File: src/include/icp_pkg.sv
// Shared constants and types for the infrared carrier / PWM timer
package icp_pkg;
  // Register byte offsets on the Avalon-MM slave
  localparam logic [4:0] ICP_OFS_CTRL = 5'h00;
  localparam logic [4:0] ICP_OFS_PERIOD = 5'h04;
  localparam logic [4:0] ICP_OFS_DUTY = 5'h08;
  localparam logic [4:0] ICP_OFS_CARRIER = 5'h0c;
  localparam logic [4:0] ICP_OFS_STATUS = 5'h10;

  // Mode register fields
  localparam int ICP_CTRL_RUN_BIT = 0;
  localparam int ICP_CTRL_MODE_BIT = 1;
  localparam int ICP_CTRL_CKS_LSB = 2;
  localparam int ICP_CKS_W = 3;

  // Carrier control register fields
  localparam int ICP_CAR_ACTIVE_BIT = 0;
  localparam int ICP_CAR_BUFFER_BIT = 1;
  localparam int ICP_CAR_RMC_BIT = 2;

  // Status register fields
  localparam int ICP_ST_COUNT_LSB = 0;
  localparam int ICP_ST_PIN_BIT = 8;
  localparam int ICP_ST_SEL_BIT = 9;
  localparam int ICP_ST_PEND_BIT = 10;
  localparam int ICP_ST_DUTY_LSB = 16;

  // Reset values
  localparam logic [7:0] ICP_RST_PERIOD = 8'h00;
  localparam logic [7:0] ICP_RST_DUTY = 8'h00;
  localparam logic [7:0] ICP_RST_COUNT = 8'h00;

  // Count clocks a new duty value must wait before it may be taken over
  localparam logic [1:0] ICP_DUTY_SETTLE_TICKS = 2'h3;

  // Timer mode
  typedef enum logic
  {
    ICP_MODE_PWM = 1'b0,
    ICP_MODE_CARRIER = 1'b1
  } icp_mode_type;

  // Compare register currently watched
  typedef enum logic
  {
    ICP_SEL_PERIOD = 1'b0,
    ICP_SEL_DUTY = 1'b1
  } icp_sel_type;
endpackage

File: src/verilog/icp_timer.sv
// Top level: 8-bit PWM / infrared carrier timer with Avalon-MM registers
//
// Contract
// Run enable starts counter, masks first count clock, output stays default.
// PWM period match clears counter, inverts output, pulses match interrupt.
// PWM duty match inverts output only; no clear, no interrupt.
// Duty writes while counting are latched, applied at old duty match.
// Latched duty applies only after three count clocks since the write.
// Clearing run enable returns interrupt and output to default levels.
// Carrier: period sets low width, duty sets high width; duty rewritable.
// Carrier compares period first; each match interrupts, clears, swaps.
// Carrier clock inverts on each match, starts at default level.
// Carrier cycle N+M+2 count clocks, high share M+1.
// Pin: 00 low, 01 high, 10 low, 11 carrier pulse.
// Gate is a writable buffer bit and a read-only active bit.
// Interval event is synchronised to the count clock as transfer strobe.
// Buffer copied into active bit two count clocks after synced rise.
// Software spaces buffer gate writes by at least two clocks.
// Software reloads buffer gate from synced event handler or polling.
// Pin carries carrier while active bit high, low when it is zero; code starts at a carrier rise and finishes a started high phase first.
// Software rewrites duty compare on every restart.
// Software keeps count clock above six times interval counter clock.
// Carrier compare values stay within 01h to ffh.
// Software sets remote output enable before starting the counter.
// PWM period N+1 count clocks, duty share M+1.
// PWM duty compare strictly below period compare.
// Counter and compare logic hold still while run enable is clear.
`timescale 1ns/1ns
module icp_timer
  import icp_pkg::*;
#(
  parameter int MAX_SEL = 7
)
(
  input wire logic clk, // System clock, 100 MHz
  input wire logic resetn, // Asynchronous reset, active low
  input wire logic [4:0] avs_address, // Byte address
  input wire logic avs_read, // Read request
  input wire logic avs_write, // Write request
  input wire logic [31:0] avs_writedata, // Write data
  input wire logic [3:0] avs_byteenable, // Byte lanes
  output logic [31:0] avs_readdata, // Read data
  output logic avs_waitrequest, // Slave not ready
  input wire logic interval_counter_event, // Event from interval counter, async
  output logic timer_output_pin, // Timer output toward the transmitter
  output logic match_interrupt, // One-cycle pulse per period match, and per duty match in carrier mode
  output logic synced_interval_event // Interval event on count clock, one period
);
  // Bus registers
  logic run_q;
  logic mode_q;
  logic [ICP_CKS_W-1:0] cks_q;
  logic [7:0] period_q;
  logic [7:0] duty_latch_q;
  logic [7:0] duty_act_q;
  logic duty_pend_q;
  logic [1:0] duty_age_q;
  logic gate_buf_q;
  logic gate_act_q;
  logic rmc_q;
  // Timer core
  logic run_prev_q;
  logic mask_q;
  logic [7:0] count_q;
  logic [7:0] count_d;
  icp_sel_type sel_q;
  logic out_q;
  logic carrier_q;
  logic carrier_prev_q;
  logic carrier_on_q;
  // Interval event path
  logic ev_sync;
  logic ev_prev_q;
  logic ev_pend_q;
  logic xfer1_q;
  logic xfer2_q;
  logic tick;

  // Bus decode
  logic bus_req;
  logic wr_go;
  logic lane0;
  logic wr_ctrl;
  logic wr_period;
  logic wr_duty;
  logic wr_car;
  logic [31:0] rd_mux;

  function automatic logic hit_addr(input logic [4:0] addr, input logic [4:0] ofs);
    hit_addr = (addr[4:2] == ofs[4:2]);
  endfunction
  assign bus_req = avs_read | avs_write;
  // Write takes effect only at the edge where waitrequest is seen low
  assign wr_go = avs_write & ~avs_waitrequest;
  assign lane0 = avs_byteenable[0];
  assign wr_ctrl = wr_go & lane0 & hit_addr(avs_address, ICP_OFS_CTRL);
  assign wr_period = wr_go & lane0 & hit_addr(avs_address, ICP_OFS_PERIOD);
  assign wr_duty = wr_go & lane0 & hit_addr(avs_address, ICP_OFS_DUTY);
  assign wr_car = wr_go & lane0 & hit_addr(avs_address, ICP_OFS_CARRIER);
  always_comb
  begin
    rd_mux = 32'h0000_0000;
    if (hit_addr(avs_address, ICP_OFS_CTRL))
    begin
      rd_mux[ICP_CTRL_RUN_BIT] = run_q;
      rd_mux[ICP_CTRL_MODE_BIT] = mode_q;
      rd_mux[ICP_CTRL_CKS_LSB +: ICP_CKS_W] = cks_q;
    end
    else if (hit_addr(avs_address, ICP_OFS_PERIOD))
      rd_mux[7:0] = period_q;
    else if (hit_addr(avs_address, ICP_OFS_DUTY))
      rd_mux[7:0] = duty_latch_q;
    else if (hit_addr(avs_address, ICP_OFS_CARRIER))
    begin
      rd_mux[ICP_CAR_ACTIVE_BIT] = gate_act_q;
      rd_mux[ICP_CAR_BUFFER_BIT] = gate_buf_q;
      rd_mux[ICP_CAR_RMC_BIT] = rmc_q;
    end
    else if (hit_addr(avs_address, ICP_OFS_STATUS))
    begin
      rd_mux[ICP_ST_COUNT_LSB +: 8] = count_q;
      rd_mux[ICP_ST_PIN_BIT] = timer_output_pin;
      rd_mux[ICP_ST_SEL_BIT] = sel_q;
      rd_mux[ICP_ST_PEND_BIT] = duty_pend_q;
      rd_mux[ICP_ST_DUTY_LSB +: 8] = duty_act_q;
    end
  end
  // One wait cycle, then a one-cycle acknowledge
  always_ff @(posedge clk or negedge resetn)
  begin
    if (!resetn)
    begin
      avs_waitrequest <= 1'b1;
      avs_readdata <= 32'h0000_0000;
    end
    else if (bus_req & avs_waitrequest)
    begin
      avs_waitrequest <= 1'b0;
      avs_readdata <= rd_mux;
    end
    else
      avs_waitrequest <= 1'b1;
  end

  // Software-written control bits
  always_ff @(posedge clk or negedge resetn)
  begin
    if (!resetn)
    begin
      run_q <= 1'b0;
      mode_q <= ICP_MODE_PWM;
      cks_q <= '0;
      period_q <= ICP_RST_PERIOD;
      gate_buf_q <= 1'b0;
      rmc_q <= 1'b0;
    end
    else
    begin
      if (wr_ctrl)
      begin
        run_q <= avs_writedata[ICP_CTRL_RUN_BIT];
        mode_q <= avs_writedata[ICP_CTRL_MODE_BIT];
        cks_q <= avs_writedata[ICP_CTRL_CKS_LSB +: ICP_CKS_W];
      end
      if (wr_period)
        period_q <= avs_writedata[7:0];
      // buffer gate bit
      if (wr_car)
      begin
        gate_buf_q <= avs_writedata[ICP_CAR_BUFFER_BIT];
        rmc_q <= avs_writedata[ICP_CAR_RMC_BIT];
      end
    end
  end
  icp_prescaler #(
    .MAX_SEL(MAX_SEL)
  ) u_prescaler (
    .clk(clk),
    .resetn(resetn),
    .enable(run_q),
    .select(cks_q),
    .tick(tick)
  );
  // Compare and match
  logic start;
  logic counting;
  logic [7:0] cmp_val;
  logic hit;
  logic hit_period;
  logic hit_duty;
  logic clear_cnt;
  logic duty_take;
  assign start = run_q & ~run_prev_q;
  assign counting = run_q & tick & ~mask_q;
  // period compared first, then duty
  assign cmp_val = (sel_q == ICP_SEL_DUTY) ? duty_act_q : period_q;
  assign hit = counting & (count_q == cmp_val);
  assign hit_period = hit & (sel_q == ICP_SEL_PERIOD);
  assign hit_duty = hit & (sel_q == ICP_SEL_DUTY);
  // clear on period match, and on duty match in carrier mode
  assign clear_cnt = hit_period | (hit_duty & (mode_q == ICP_MODE_CARRIER));
  assign count_d = clear_cnt ? ICP_RST_COUNT : count_q + 8'h01;
  // latched duty taken at old-duty match once settled
  assign duty_take = hit_duty & duty_pend_q & (duty_age_q >= ICP_DUTY_SETTLE_TICKS);

  // Counter, compare select and PWM level
  always_ff @(posedge clk or negedge resetn)
  begin
    if (!resetn)
    begin
      mask_q <= 1'b0;
      count_q <= ICP_RST_COUNT;
      sel_q <= ICP_SEL_PERIOD;
      out_q <= 1'b0;
      carrier_q <= 1'b0;
    end
    else if (!run_q)
    begin
      // stop: levels default, count and select held
      out_q <= 1'b0;
      carrier_q <= 1'b0;
    end
    else if (start)
    begin
      // first count clock masked, levels at default
      mask_q <= 1'b1;
      count_q <= ICP_RST_COUNT;
      sel_q <= ICP_SEL_PERIOD;
      out_q <= 1'b0;
      carrier_q <= 1'b0;
    end
    else if (tick & mask_q)
      mask_q <= 1'b0;
    else if (counting)
    begin
      // counter runs 0..N, then 0..M in carrier mode
      count_q <= count_d;
      if (hit)
      begin
        // swap compare register on each match
        sel_q <= (sel_q == ICP_SEL_PERIOD) ? ICP_SEL_DUTY : ICP_SEL_PERIOD;
        // PWM inverts on both matches
        if (mode_q == ICP_MODE_PWM)
          out_q <= ~out_q;
        // carrier clock toggles on every match
        else
          carrier_q <= ~carrier_q;
      end
    end
  end

  // Duty compare: latch, age and transfer
  always_ff @(posedge clk or negedge resetn)
  begin
    if (!resetn)
    begin
      duty_latch_q <= ICP_RST_DUTY;
      duty_act_q <= ICP_RST_DUTY;
      duty_pend_q <= 1'b0;
      duty_age_q <= 2'h0;
    end
    else if (wr_duty)
    begin
      // new write wins over a transfer; a stopped timer takes it at once
      duty_latch_q <= avs_writedata[7:0];
      duty_pend_q <= run_q;
      duty_age_q <= 2'h0;
      if (!run_q)
        duty_act_q <= avs_writedata[7:0];
    end
    else
    begin
      // count settle time in count clocks
      if (duty_pend_q & tick & (duty_age_q < ICP_DUTY_SETTLE_TICKS))
        duty_age_q <= duty_age_q + 2'h1;
      // transfer on match with the old value
      if (duty_take)
      begin
        duty_act_q <= duty_latch_q;
        duty_pend_q <= 1'b0;
      end
    end
  end

  // Interval event path
  icp_sync #(
    .WIDTH(1)
  ) u_ev_sync (
    .clk(clk),
    .resetn(resetn),
    .d_async(interval_counter_event),
    .q(ev_sync)
  );
  always_ff @(posedge clk or negedge resetn)
  begin
    if (!resetn)
    begin
      ev_prev_q <= 1'b0;
      ev_pend_q <= 1'b0;
      synced_interval_event <= 1'b0;
      xfer1_q <= 1'b0;
      xfer2_q <= 1'b0;
      gate_act_q <= 1'b0;
    end
    else
    begin
      ev_prev_q <= ev_sync;
      // Event held until the next count clock so none is lost
      if (ev_sync & ~ev_prev_q)
        ev_pend_q <= 1'b1;
      else if (tick)
        ev_pend_q <= 1'b0;
      if (tick)
      begin
        // event re-timed onto the count clock
        synced_interval_event <= ev_pend_q;
        xfer1_q <= ev_pend_q;
        xfer2_q <= xfer1_q;
        // copy buffer to active at second count clock
        if (xfer2_q)
          gate_act_q <= gate_buf_q;
      end
    end
  end

  // Carrier gating holds a started high phase until it ends
  logic carrier_pin;
  logic pin_d;
  logic carrier_start;
  always_ff @(posedge clk or negedge resetn)
  begin
    if (!resetn)
    begin
      run_prev_q <= 1'b0;
      carrier_prev_q <= 1'b0;
      carrier_on_q <= 1'b0;
    end
    else
    begin
      run_prev_q <= run_q;
      carrier_prev_q <= carrier_q;
      // start at first carrier rise, stop only once carrier is low
      if (carrier_start)
        carrier_on_q <= 1'b1;
      else if (~gate_act_q & ~carrier_q)
        carrier_on_q <= 1'b0;
    end
  end
  // first rise passes at once so its high phase keeps full width
  assign carrier_start = gate_act_q & carrier_q & ~carrier_prev_q;
  assign carrier_pin = rmc_q ? (carrier_q & (carrier_on_q | carrier_start)) : gate_act_q;
  assign pin_d = (mode_q == ICP_MODE_CARRIER) ? carrier_pin : out_q;
  always_ff @(posedge clk or negedge resetn)
  begin
    if (!resetn)
    begin
      timer_output_pin <= 1'b0;
      match_interrupt <= 1'b0;
    end
    else
    begin
      // default levels while stopped
      timer_output_pin <= run_q & pin_d;
      // interrupt on period match, and on duty match in carrier mode
      match_interrupt <= run_q & clear_cnt;
    end
  end
endmodule // icp_timer

File: src/verilog/icp_sync.sv
// Two flip-flop synchroniser for asynchronous inputs
`timescale 1ns/1ns
module icp_sync
  import icp_pkg::*;
#(
  parameter int WIDTH = 1
)
(
  input wire logic clk, // System clock
  input wire logic resetn, // Asynchronous reset, active low
  input wire logic [WIDTH-1:0] d_async, // Input from another domain
  output logic [WIDTH-1:0] q // Synchronised level
);
  logic [WIDTH-1:0] meta_q;

  genvar i;
  generate
    for (i = 0; i < WIDTH; i++)
    begin : g_bit
      always_ff @(posedge clk or negedge resetn)
      begin
        if (!resetn)
        begin
          meta_q[i] <= 1'b0;
          q[i] <= 1'b0;
        end
        else
        begin
          meta_q[i] <= d_async[i];
          q[i] <= meta_q[i];
        end
      end
    end
  endgenerate
endmodule // icp_sync

File: src/verilog/icp_prescaler.sv
// Count clock prescaler: one-cycle tick every 2**select system clocks
`timescale 1ns/1ns
module icp_prescaler
  import icp_pkg::*;
#(
  parameter int MAX_SEL = 7
)
(
  input wire logic clk, // System clock
  input wire logic resetn, // Asynchronous reset, active low
  input wire logic enable, // Prescaler runs while high
  input wire logic [ICP_CKS_W-1:0] select, // Divide by 2**select
  output logic tick // Count clock enable pulse
);
  logic [MAX_SEL-1:0] div_q;
  logic [MAX_SEL-1:0] div_d;
  logic [MAX_SEL-1:0] limit;
  logic wrap;

  assign limit = MAX_SEL'((1 << select) - 1);
  assign wrap = (div_q >= limit);
  assign div_d = wrap ? '0 : div_q + MAX_SEL'(1);

  always_ff @(posedge clk or negedge resetn)
  begin
    if (!resetn)
    begin
      div_q <= '0;
      tick <= 1'b0;
    end
    else if (!enable)
    begin
      // Restart phase so the first count clock is a full period
      div_q <= '0;
      tick <= 1'b0;
    end
    else
    begin
      div_q <= div_d;
      tick <= wrap;
    end
  end
endmodule // icp_prescaler

File: config.mk
export PLATFORM = sky130hd
export DESIGN_NAME = icp_timer
export DESIGN_NICKNAME = d
export VERILOG_FILES = /design/src/include/icp_pkg.sv /design/src/verilog/icp_timer.sv /design/src/verilog/icp_sync.sv /design/src/verilog/icp_prescaler.sv
export SDC_FILE = /design/constraint.sdc
export NUM_CORES = 1
export LEC_CHECK = 0
export BUFFER_PORTS_ARGS = -buffer_cell sky130_fd_sc_hd__buf_2
export CAP_MARGIN = 15
export CORE_ASPECT_RATIO = 1.2
export CORE_MARGIN = 5
export CORE_UTILIZATION = 50
export DETAILED_ROUTE_END_ITERATION = 7
export PLACE_DENSITY_LB_ADDON = 0.25
export SLEW_MARGIN = 20
export SYNTH_ARGS = -nofsm -noshare
export SYNTH_HDL_FRONTEND = slang
export SYNTH_SLANG_ARGS = --single-unit
File: constraint.sdc
create_clock -name clk -period 2.89 [get_ports clk]
set_input_delay 0.578 -clock clk [delete_from_list [all_inputs] [get_ports clk]]
set_output_delay 0.578 -clock clk [all_outputs]
set_load 0.01 [all_outputs]
==> results.txt, run 1 <==
portion of total power attributed to combinational logic: 20.8%
number of antenna violations at the first check in global routing: 0
Clk Latency, worst-skew pair: 360 ps
Worst Path Class, Setup: reg -> reg
TritonCTS clock tree: yes
Fin. Hold Viols: 0
predominant post-synthesis flop cell: dfrtp_1
H-tree depth: 3
Total Negative Setup Slacks: 0 ps
count of final max-slew check failures: 0
CP max FO: 10
Post-DP Area: 4570 um2
Ports: 82
post-layout utilization of the core: 57.9%
routed vias/inst: 5.45
Final Critical Period: 2730 ps
Congestion Overflow GR: 0
final setup fails: 0
proportion of layout cells with a drive suffix above 1: 25.8%
WP data arrival: 2970 ps
Area Growth Syn to Fin: 11.8%
top achievable clock speed: 366 MHz
DRC marker count from the first detailed-route iteration: 193
PwrDens: 605 nW/um2
routability congestion estimate: 0.830
total track usage: 18.4%
net switching fraction of the power: 31.0%
switching power total: 892 uW
WL/cell: 16.6 um
remaining antenna violation count: 0
worst vdd rail ir drop: 0.293 mV
hpwl dp: 6640 um
count of unique library cells instantiated by Yosys: 51
quantity of hold-fixing buffers added after cts: 0
post-route cell area: 4750 um2
Pleak: 2.29 nW
number of inserted diodes: 0
Yosys reg bits: 86
Rows: 36
largest buffer count on any clock path: 2
slew margin rel.: 57.4%
via count of the first global-routing pass: 3,057
Netlist Area Pre-Place: 4250 um2
wire length of the first global-routing pass: 15,100 um
Worst Reg-to-Reg Cells: 6
mean cell area of the mapped netlist: 11.3 um2
fraction of the cycle the final worst path needs: 94.6%
top cell type's share of synthesized area: 50.1%
transition time at the pin with the least slew margin: 637 ps
result of the run: complete, no violations
Synth Instances: 377
cts bufs inserted: 9
port bufs: 39
overall die area: 10,400 um2
number of remaining DRC errors: 0
clock network fraction of total power: 27.0%
via count: 2,943
ys async rst share: 100%
number of warning messages in the yosys log: 0
total internal power: 1.98 mW
worst min-delay path category: in -> async
sequential share of the synthesized area: 50.7%
post-CTS repair timing setup buffer count: 0
Die Width: 94.1 um
maximum number of pins on one net before global-route repair: 48
number of synthesized flops with an enable pin: 0
# resized after CTS: 0
critical path capture point type: register
CTS root buf: clkbuf_8
clk_skew: 11.9 ps
die outline height: 111 um
Detailed Routing Iterations Pass 1: 4
share of total power in sequential cells: 52.2%
element type at the critical path start: register
Initial Utilization: 51.8%
setup repair after global routing missed its margin: false
cell type with the largest total area after synthesis: dfrtp_1
cell types occupying the most area after synthesis: dfrtp_1 (50%), mux2_2 (6.6%), mux2i_1 (3.5%)
total wire length after detailed routing: 8970 um
Required @ worst endpoint: 3130 ps
clock-pin slew on the worst setup and hold paths: 90 ps
Maximum Capacitance Violations: 0
Clock Sinks: 86
final layout net count: 478
placeable core region: 8200 um2
[critical path: stages (launching register included)]
cell     delay, ps
dfrtp_1        720
mux2i_1        320
xnor2_1        140
or4_4          540
nor4_4         360
a21oi_4        200
mux2_4         340
[Yosys cell counts, types with 3 or more instances]
master	instances
dfrtp_1	85
mux2_2	25
nand2_1	24
a21oi_1	20
nor2_1	18
mux2i_1	15
o21ai_0	15
buf_4	14
nand3_1	14
nor3_1	14
clkbuf_1	13
xnor2_1	12
ha_1	11
a22o_1	10
xor2_1	10
mux2_4	8
a21o_1	7
inv_1	7
nor2b_1	6
and3_1	4
a211oi_1	3
a22oi_1	3
nor3b_1	3
o21a_1	3
o31ai_1	3
[registers in the layout, summed over array words and instances (netlist names), 2 cells and up]
name	count
avs_readdata	19
count_q	8
duty_act_q	8
duty_latch_q	8
period_q	8
u_prescaler.div_q	7
cks_q	3
duty_age_q	2
[cell usage in the layout, fill, tap and decap left out, types with 11 or more instances in the layout]
cell and instances:
conb_1 13, o21ai_0 14, buf_2 38, mux2i_1 15
nor2_1 18, a21oi_1 20, nand3_1 14, nor3_1 14
ha_1 11, xnor2_1 12, buf_4 12, dfrtp_1 85
mux2_2 25, nand2_1 24
[metrics by stage]
step | std cells | setup slack, ps | hold slack, ps | total power, mW
floorplan | 389 | 421 | 282 | 1.92
global route | 540 | 86.5 | 217 | 3.06
CTS | 540 | 141 | 193 | 2.90
detailed placement | 524 | 169 | 350 | 2.12
finish | 540 | 157 | 186 | 2.87
global placement | 524 | 210 | 335 | 2.09
[area by class of cell]
class	instances	area, um2
Clock inverter	6	45.0
Tap cell	114	143
Inverter	7	26.3
Clock buffer	10	138
Sequential cell	86	2150
Multi-Input combinational cell	266	1940
Timing Repair Buffer	51	300
Fill cell	731	3450
[final timing paths]
kind	start	to	slack [ps]
max in group asynchronous	resetn	period_q[2]$_DFFE_PN0P_	2090
max	sel_q$_DFFE_PN0P_	duty_act_q[2]$_DFFE_PN0P_	160
min	resetn	avs_readdata[10]$_DFFE_PN0P_	190
min in group clk	interval_counter_event	u_ev_sync.meta_q$_DFF_PN0_	330
min reg2reg	u_ev_sync.meta_q$_DFF_PN0_	u_ev_sync.q$_DFF_PN0_	360
max reg2reg	sel_q$_DFFE_PN0P_	duty_act_q[2]$_DFFE_PN0P_	160
[logic make-up (layout without fill, tap and decap cells)]
logic type / after synthesis / in the layout / synth area share (%)
fa+ha+maj: 11 / 11 / 3.24
buf+inv: 37 / 74 / 4.71
flops: 86 / 86 / 50.7
other cells: 1 / 13 / 0.0883
xor+xnor: 22 / 22 / 4.54
mux: 48 / 48 / 13.0
compound gates: 72 / 72 / 11.1
simple gates: 100 / 100 / 12.6
[power groups by stage]
| stage | combinational [mW] | sequential (mW) | clock (mW) |
|---|---|---|---|
| 2_1_floorplan | 0.453 | 1.47 | 0 |
| 3_3_place_gp | 0.585 | 1.51 | 0 |
| 3_5_place_dp | 0.602 | 1.52 | 0 |
| 4_1_cts | 0.605 | 1.50 | 0.803 |
| 5_1_grt | 0.679 | 1.52 | 0.859 |
| 6_report | 0.597 | 1.50 | 0.777 |
[layer usage]
| layer | wire, um | up-vias | part of all wire, % | track usage, % |
|---|---|---|---|---|
| met5 | 0 | - | 0 | 0 |
| met2 | 4520 | 63 | 50 | 30.0 |
| li1 | - | 1400 | - | - |
| met3 | 366 | 16 | 4.1 | 4.07 |
| met4 | 169 | 0 | 1.9 | 6.74 |
| met1 | 3910 | 1464 | 44 | 23.7 |
Power figures use the tool's default switching activity.
==> inputs of run 2 (changes only) <==
Settings changed: ABC_AREA from default to 1, PLACE_DENSITY from default to 0.73, PLACE_DENSITY_LB_ADDON 0.25 to default.
==> run 2 against run 1 <==
Via count is 15% higher. Area after synthesis rose by 0.18%. Global-route usage grew 1.4 points. First-iteration DRC count up 22%. Critical path depth increased by 5. Flip-flop and latch count unchanged. Non-clock buffer count shrank 7. Combinational power increased by 8.4%. Register-to-register slack gained 180 ps. Hold slack gained 42 ps. Power increased by 8.5%.
==> results.txt, run 2 <==
total track usage: 19.8% (was 18.4%)
via count: 3,396 (was 2,943)
post-CTS repair timing setup buffer count: 0 (unchanged)
post-layout utilization of the core: 58.3% (was 57.9%)
end of the worst register-to-register path: u_prescaler.div_q[4]$_DFF_PN0_ (was duty_act_q[2]$_DFFE_PN0P_)
overall die area: 10,500 um2 (was 10,400 um2)
total wire length after detailed routing: 9520 um (was 8970 um)
total of fill cells in the finished design: 792 (was 731)
Fin. Hold Viols: 0 (unchanged)
clock-pin slew on the worst setup and hold paths: 90 ps (about the same)
clock network fraction of total power: 29.7% (was 27.0%)
reg-to-reg critical path startpoint: cks_q[2]$_DFFE_PN0P_ (was sel_q$_DFFE_PN0P_)
clk_skew: 10.7 ps (was 11.9 ps)
share of total power in sequential cells: 49.5% (was 52.2%)
predominant post-synthesis flop cell: dfrtp_1 (unchanged)
transition time at the pin with the least slew margin: 602 ps (was 637 ps)
maximum number of pins on one net before global-route repair: 47 (was 48)
element type at the critical path start: register (unchanged)
Ports: 82 (unchanged)
TritonCTS clock tree: yes (unchanged)
via count of the first global-routing pass: 3,442 (was 3,057)
number of antenna violations at the first check in global routing: 0 (unchanged)
ys async rst share: 100% (unchanged)
Post-DP Area: 4550 um2 (was 4570 um2)
final setup fails: 0 (unchanged)
Maximum Capacitance Violations: 0 (unchanged)
placeable core region: 8200 um2 (unchanged)
Synth top cells by count: nand2_1 (131), dfrtp_1 (85), inv_1 (65) (was dfrtp_1 (85), mux2_2 (25), nand2_1 (24))
critical path capture point type: register (unchanged)
CP max FO: 7 (was 10)
post-route cell area: 4780 um2 (was 4750 um2)
Required @ worst endpoint: 3150 ps (was 3130 ps)
Storage cell area: 2150 um2 (about the same)
count of unique library cells instantiated by Yosys: 35 (was 51)
Initial Utilization: 51.9% (was 51.8%)
most frequently used cell type in the post-synthesis netlist: nand2_1 (was dfrtp_1)
launching element of the worst setup path: cks_q[2]$_DFFE_PN0P_ (was sel_q$_DFFE_PN0P_)
flip-flop count of the largest register, all copies and words added: 19 (unchanged)
routed vias/inst: 5.02 (was 5.45)
slew margin rel.: 59.9% (was 57.4%)
DRC marker count from the first detailed-route iteration: 236 (was 193)
remaining antenna violation count: 0 (unchanged)
total internal power: 2.14 mW (was 1.98 mW)
multi-input gate area in the final layout: 1760 um2 (was 1940 um2)
Area Growth Syn to Fin: 12.2% (was 11.8%)
result of the run: complete, no violations (unchanged)
number of placed instances, taps included: 660 (was 524)
Detailed Routing Iterations Pass 1: 4 (unchanged)
setup repair after global routing missed its margin: false (unchanged)
die outline height: 111 um (about the same)
Total Negative Setup Slacks: 0 ps (unchanged)
quantity of hold-fixing buffers added after cts: 0 (unchanged)
top achievable clock speed: 392 MHz (was 366 MHz)
switching power total: 970 uW (was 892 uW)
WP data arrival: 2810 ps (was 2970 ps)
net switching fraction of the power: 31.1% (was 31.0%)
top cell type's share of synthesized area: 50.0% (was 50.1%)
post-layout power: 3.12 mW (was 2.87 mW)
Die Width: 94.2 um (was 94.1 um)
portion of total power attributed to combinational logic: 20.8% (about the same)
cell type with the largest total area after synthesis: dfrtp_1 (unchanged)
final layout net count: 614 (was 478)
Netlist Area Pre-Place: 4260 um2 (was 4250 um2)
Rows: 36 (unchanged)
count of final max-slew check failures: 0 (unchanged)
WL/cell: 14.1 um (was 16.6 um)
sequential share of the synthesized area: 50.6% (was 50.7%)
CTS root buf: clkbuf_8 (unchanged)
register ranked first by flip-flop count: avs_readdata (unchanged)
Final Instance Count excl. Fillers: 676 (was 540)
largest buffer count on any clock path: 2 (unchanged)
number of inserted diodes: 0 (unchanged)
Congestion Overflow GR: 0 (unchanged)
Pleak: 2.41 nW (was 2.29 nW)
number of remaining DRC errors: 0 (unchanged)
hpwl dp: 7140 um (was 6640 um)
cell types occupying the most area after synthesis: dfrtp_1 (50%), nand2_1 (12%), o21ai_0 (5.8%) (was dfrtp_1 (50%), mux2_2 (6.6%), mux2i_1 (3.5%))
worst setup slack for register-to-register paths: 340 ps (was 160 ps)
worst min-delay path category: in -> async (unchanged)
Yosys reg bits: 86 (unchanged)
H-tree depth: 3 (unchanged)
Worst Path Class, Setup: reg -> reg (unchanged)
Final Critical Period: 2550 ps (was 2730 ps)
port bufs: 39 (unchanged)
routability congestion estimate: 0.916 (was 0.830)
Clk Latency, worst-skew pair: 350 ps (was 360 ps)
worst vdd rail ir drop: 0.402 mV (was 0.293 mV)
PwrDens: 652 nW/um2 (was 605 nW/um2)
Synth Instances: 510 (was 377)
Clock Sinks: 86 (unchanged)
proportion of layout cells with a drive suffix above 1: 14.4% (was 25.8%)
wire length of the first global-routing pass: 16,300 um (was 15,100 um)
commonest non-fill, non-tap cell in the layout: nand2_1 (was dfrtp_1)
number of warning messages in the yosys log: 0 (unchanged)
crit path capture: u_prescaler.div_q[4]$_DFF_PN0_ (was duty_act_q[2]$_DFFE_PN0P_)
fraction of the cycle the final worst path needs: 88.2% (was 94.6%)
Worst Reg-to-Reg Cells: 11 (was 6)
number of synthesized flops with an enable pin: 0 (unchanged)
mean cell area of the mapped netlist: 8.34 um2 (was 11.3 um2)
most frequent cells in the layout: nand2_1 (131), dfrtp_1 (84), inv_1 (65) (was dfrtp_1 (85), buf_2 (38), mux2_2 (25))
cts bufs inserted: 9 (unchanged)
run 2: cell types whose count changed after synthesis, sizes merged, moves of 8 or more:
cell    delta
nand2    +114
inv       +60
o21ai     +39
mux2      -32
nor2      +26
mux2i     -15
nand3     +15
a22o      -11
clkbuf     -9
nor3       -8
xnor2      -8
run 2: what timing repair did:
item	4_1_cts	5_1_grt
hold endpoints to repair	0	0
resized for setup	0	1
endpoints found under the setup margin	0	1
run 2: worst max-delay path, cell delays in order (launching register included):
cell and delay [ps]:
dfrtp_2 470, inv_1 160, nand3_1 90, ha_1 240, o21ai_0 130, o21ai_0 150
o211ai_1 110, ha_1 290, a21oi_1 150, o21a_1 150, nand4_1 240, nor3b_1 270
run 2: worst min-delay path by stage:
stage                                  endpoint                        from
detailed placement        u_ev_sync.q$_DFF_PN0_  u_ev_sync.meta_q$_DFF_PN0_
global route        avs_readdata[6]$_DFFE_PN0P_                      resetn
floorplan           avs_readdata[0]$_DFFE_PN0P_                      resetn
global placement          u_ev_sync.q$_DFF_PN0_  u_ev_sync.meta_q$_DFF_PN0_
CTS                 avs_readdata[6]$_DFFE_PN0P_                      resetn
finish              avs_readdata[6]$_DFFE_PN0P_                      resetn
run 2: per-layer routing:
metal	share of wire (%)	vias to the layer above	GRT usage, %
met1	42	1596	25.0
met3	4.0	23	2.65
met2	51	72	33.3
li1	-	1705	-
met4	3.2	0	8.86
met5	0	-	0
run 2: cell type report:
type | count | share of cell area (%)
clock buffer | 11 | 2.96
clock inverter | 5 | 1.73
inverter | 67 | 5.27
multi-input combinational | 349 | 36.8
sequential | 86 | 45.1
tap | 114 | 2.99
timing repair buffer | 44 | 5.19
run 2: power groups by stage:
stage	Combinational (mW)	Sequential [mW]	Clock (mW)
after floorplan	0.465	1.53	0
final	0.647	1.54	0.925
after CTS	0.657	1.54	0.946
after global placement	0.625	1.56	0
after global routing	0.761	1.57	0.996
after detailed placement	0.652	1.56	0
run 2: kinds of logic (layout without fill, tap and decap cells):
logic type / Yosys count / in the layout / synth area share [%]
adders and majority gates: 11 / 11 / 3.23
xor gates and xnor gates: 13 / 13 / 2.68
and+or+nand+nor: 223 / 223 / 22.6
AOI/OAI and AO/OA: 88 / 88 / 11.3
other: 1 / 13 / 0.0881
buffers and inverters: 87 / 127 / 9.20
muxes: 1 / 1 / 0.265
DFF: 86 / 86 / 50.6
run 2: per-stage QoR:
step / setup slack [ps] / hold slack [ps]
6_report: 341 / 228
5_1_grt: 9.33 / 265
4_1_cts: 284 / 236
3_5_place_dp: 305 / 339
3_3_place_gp: 436 / 336
2_1_floorplan: 665 / 282
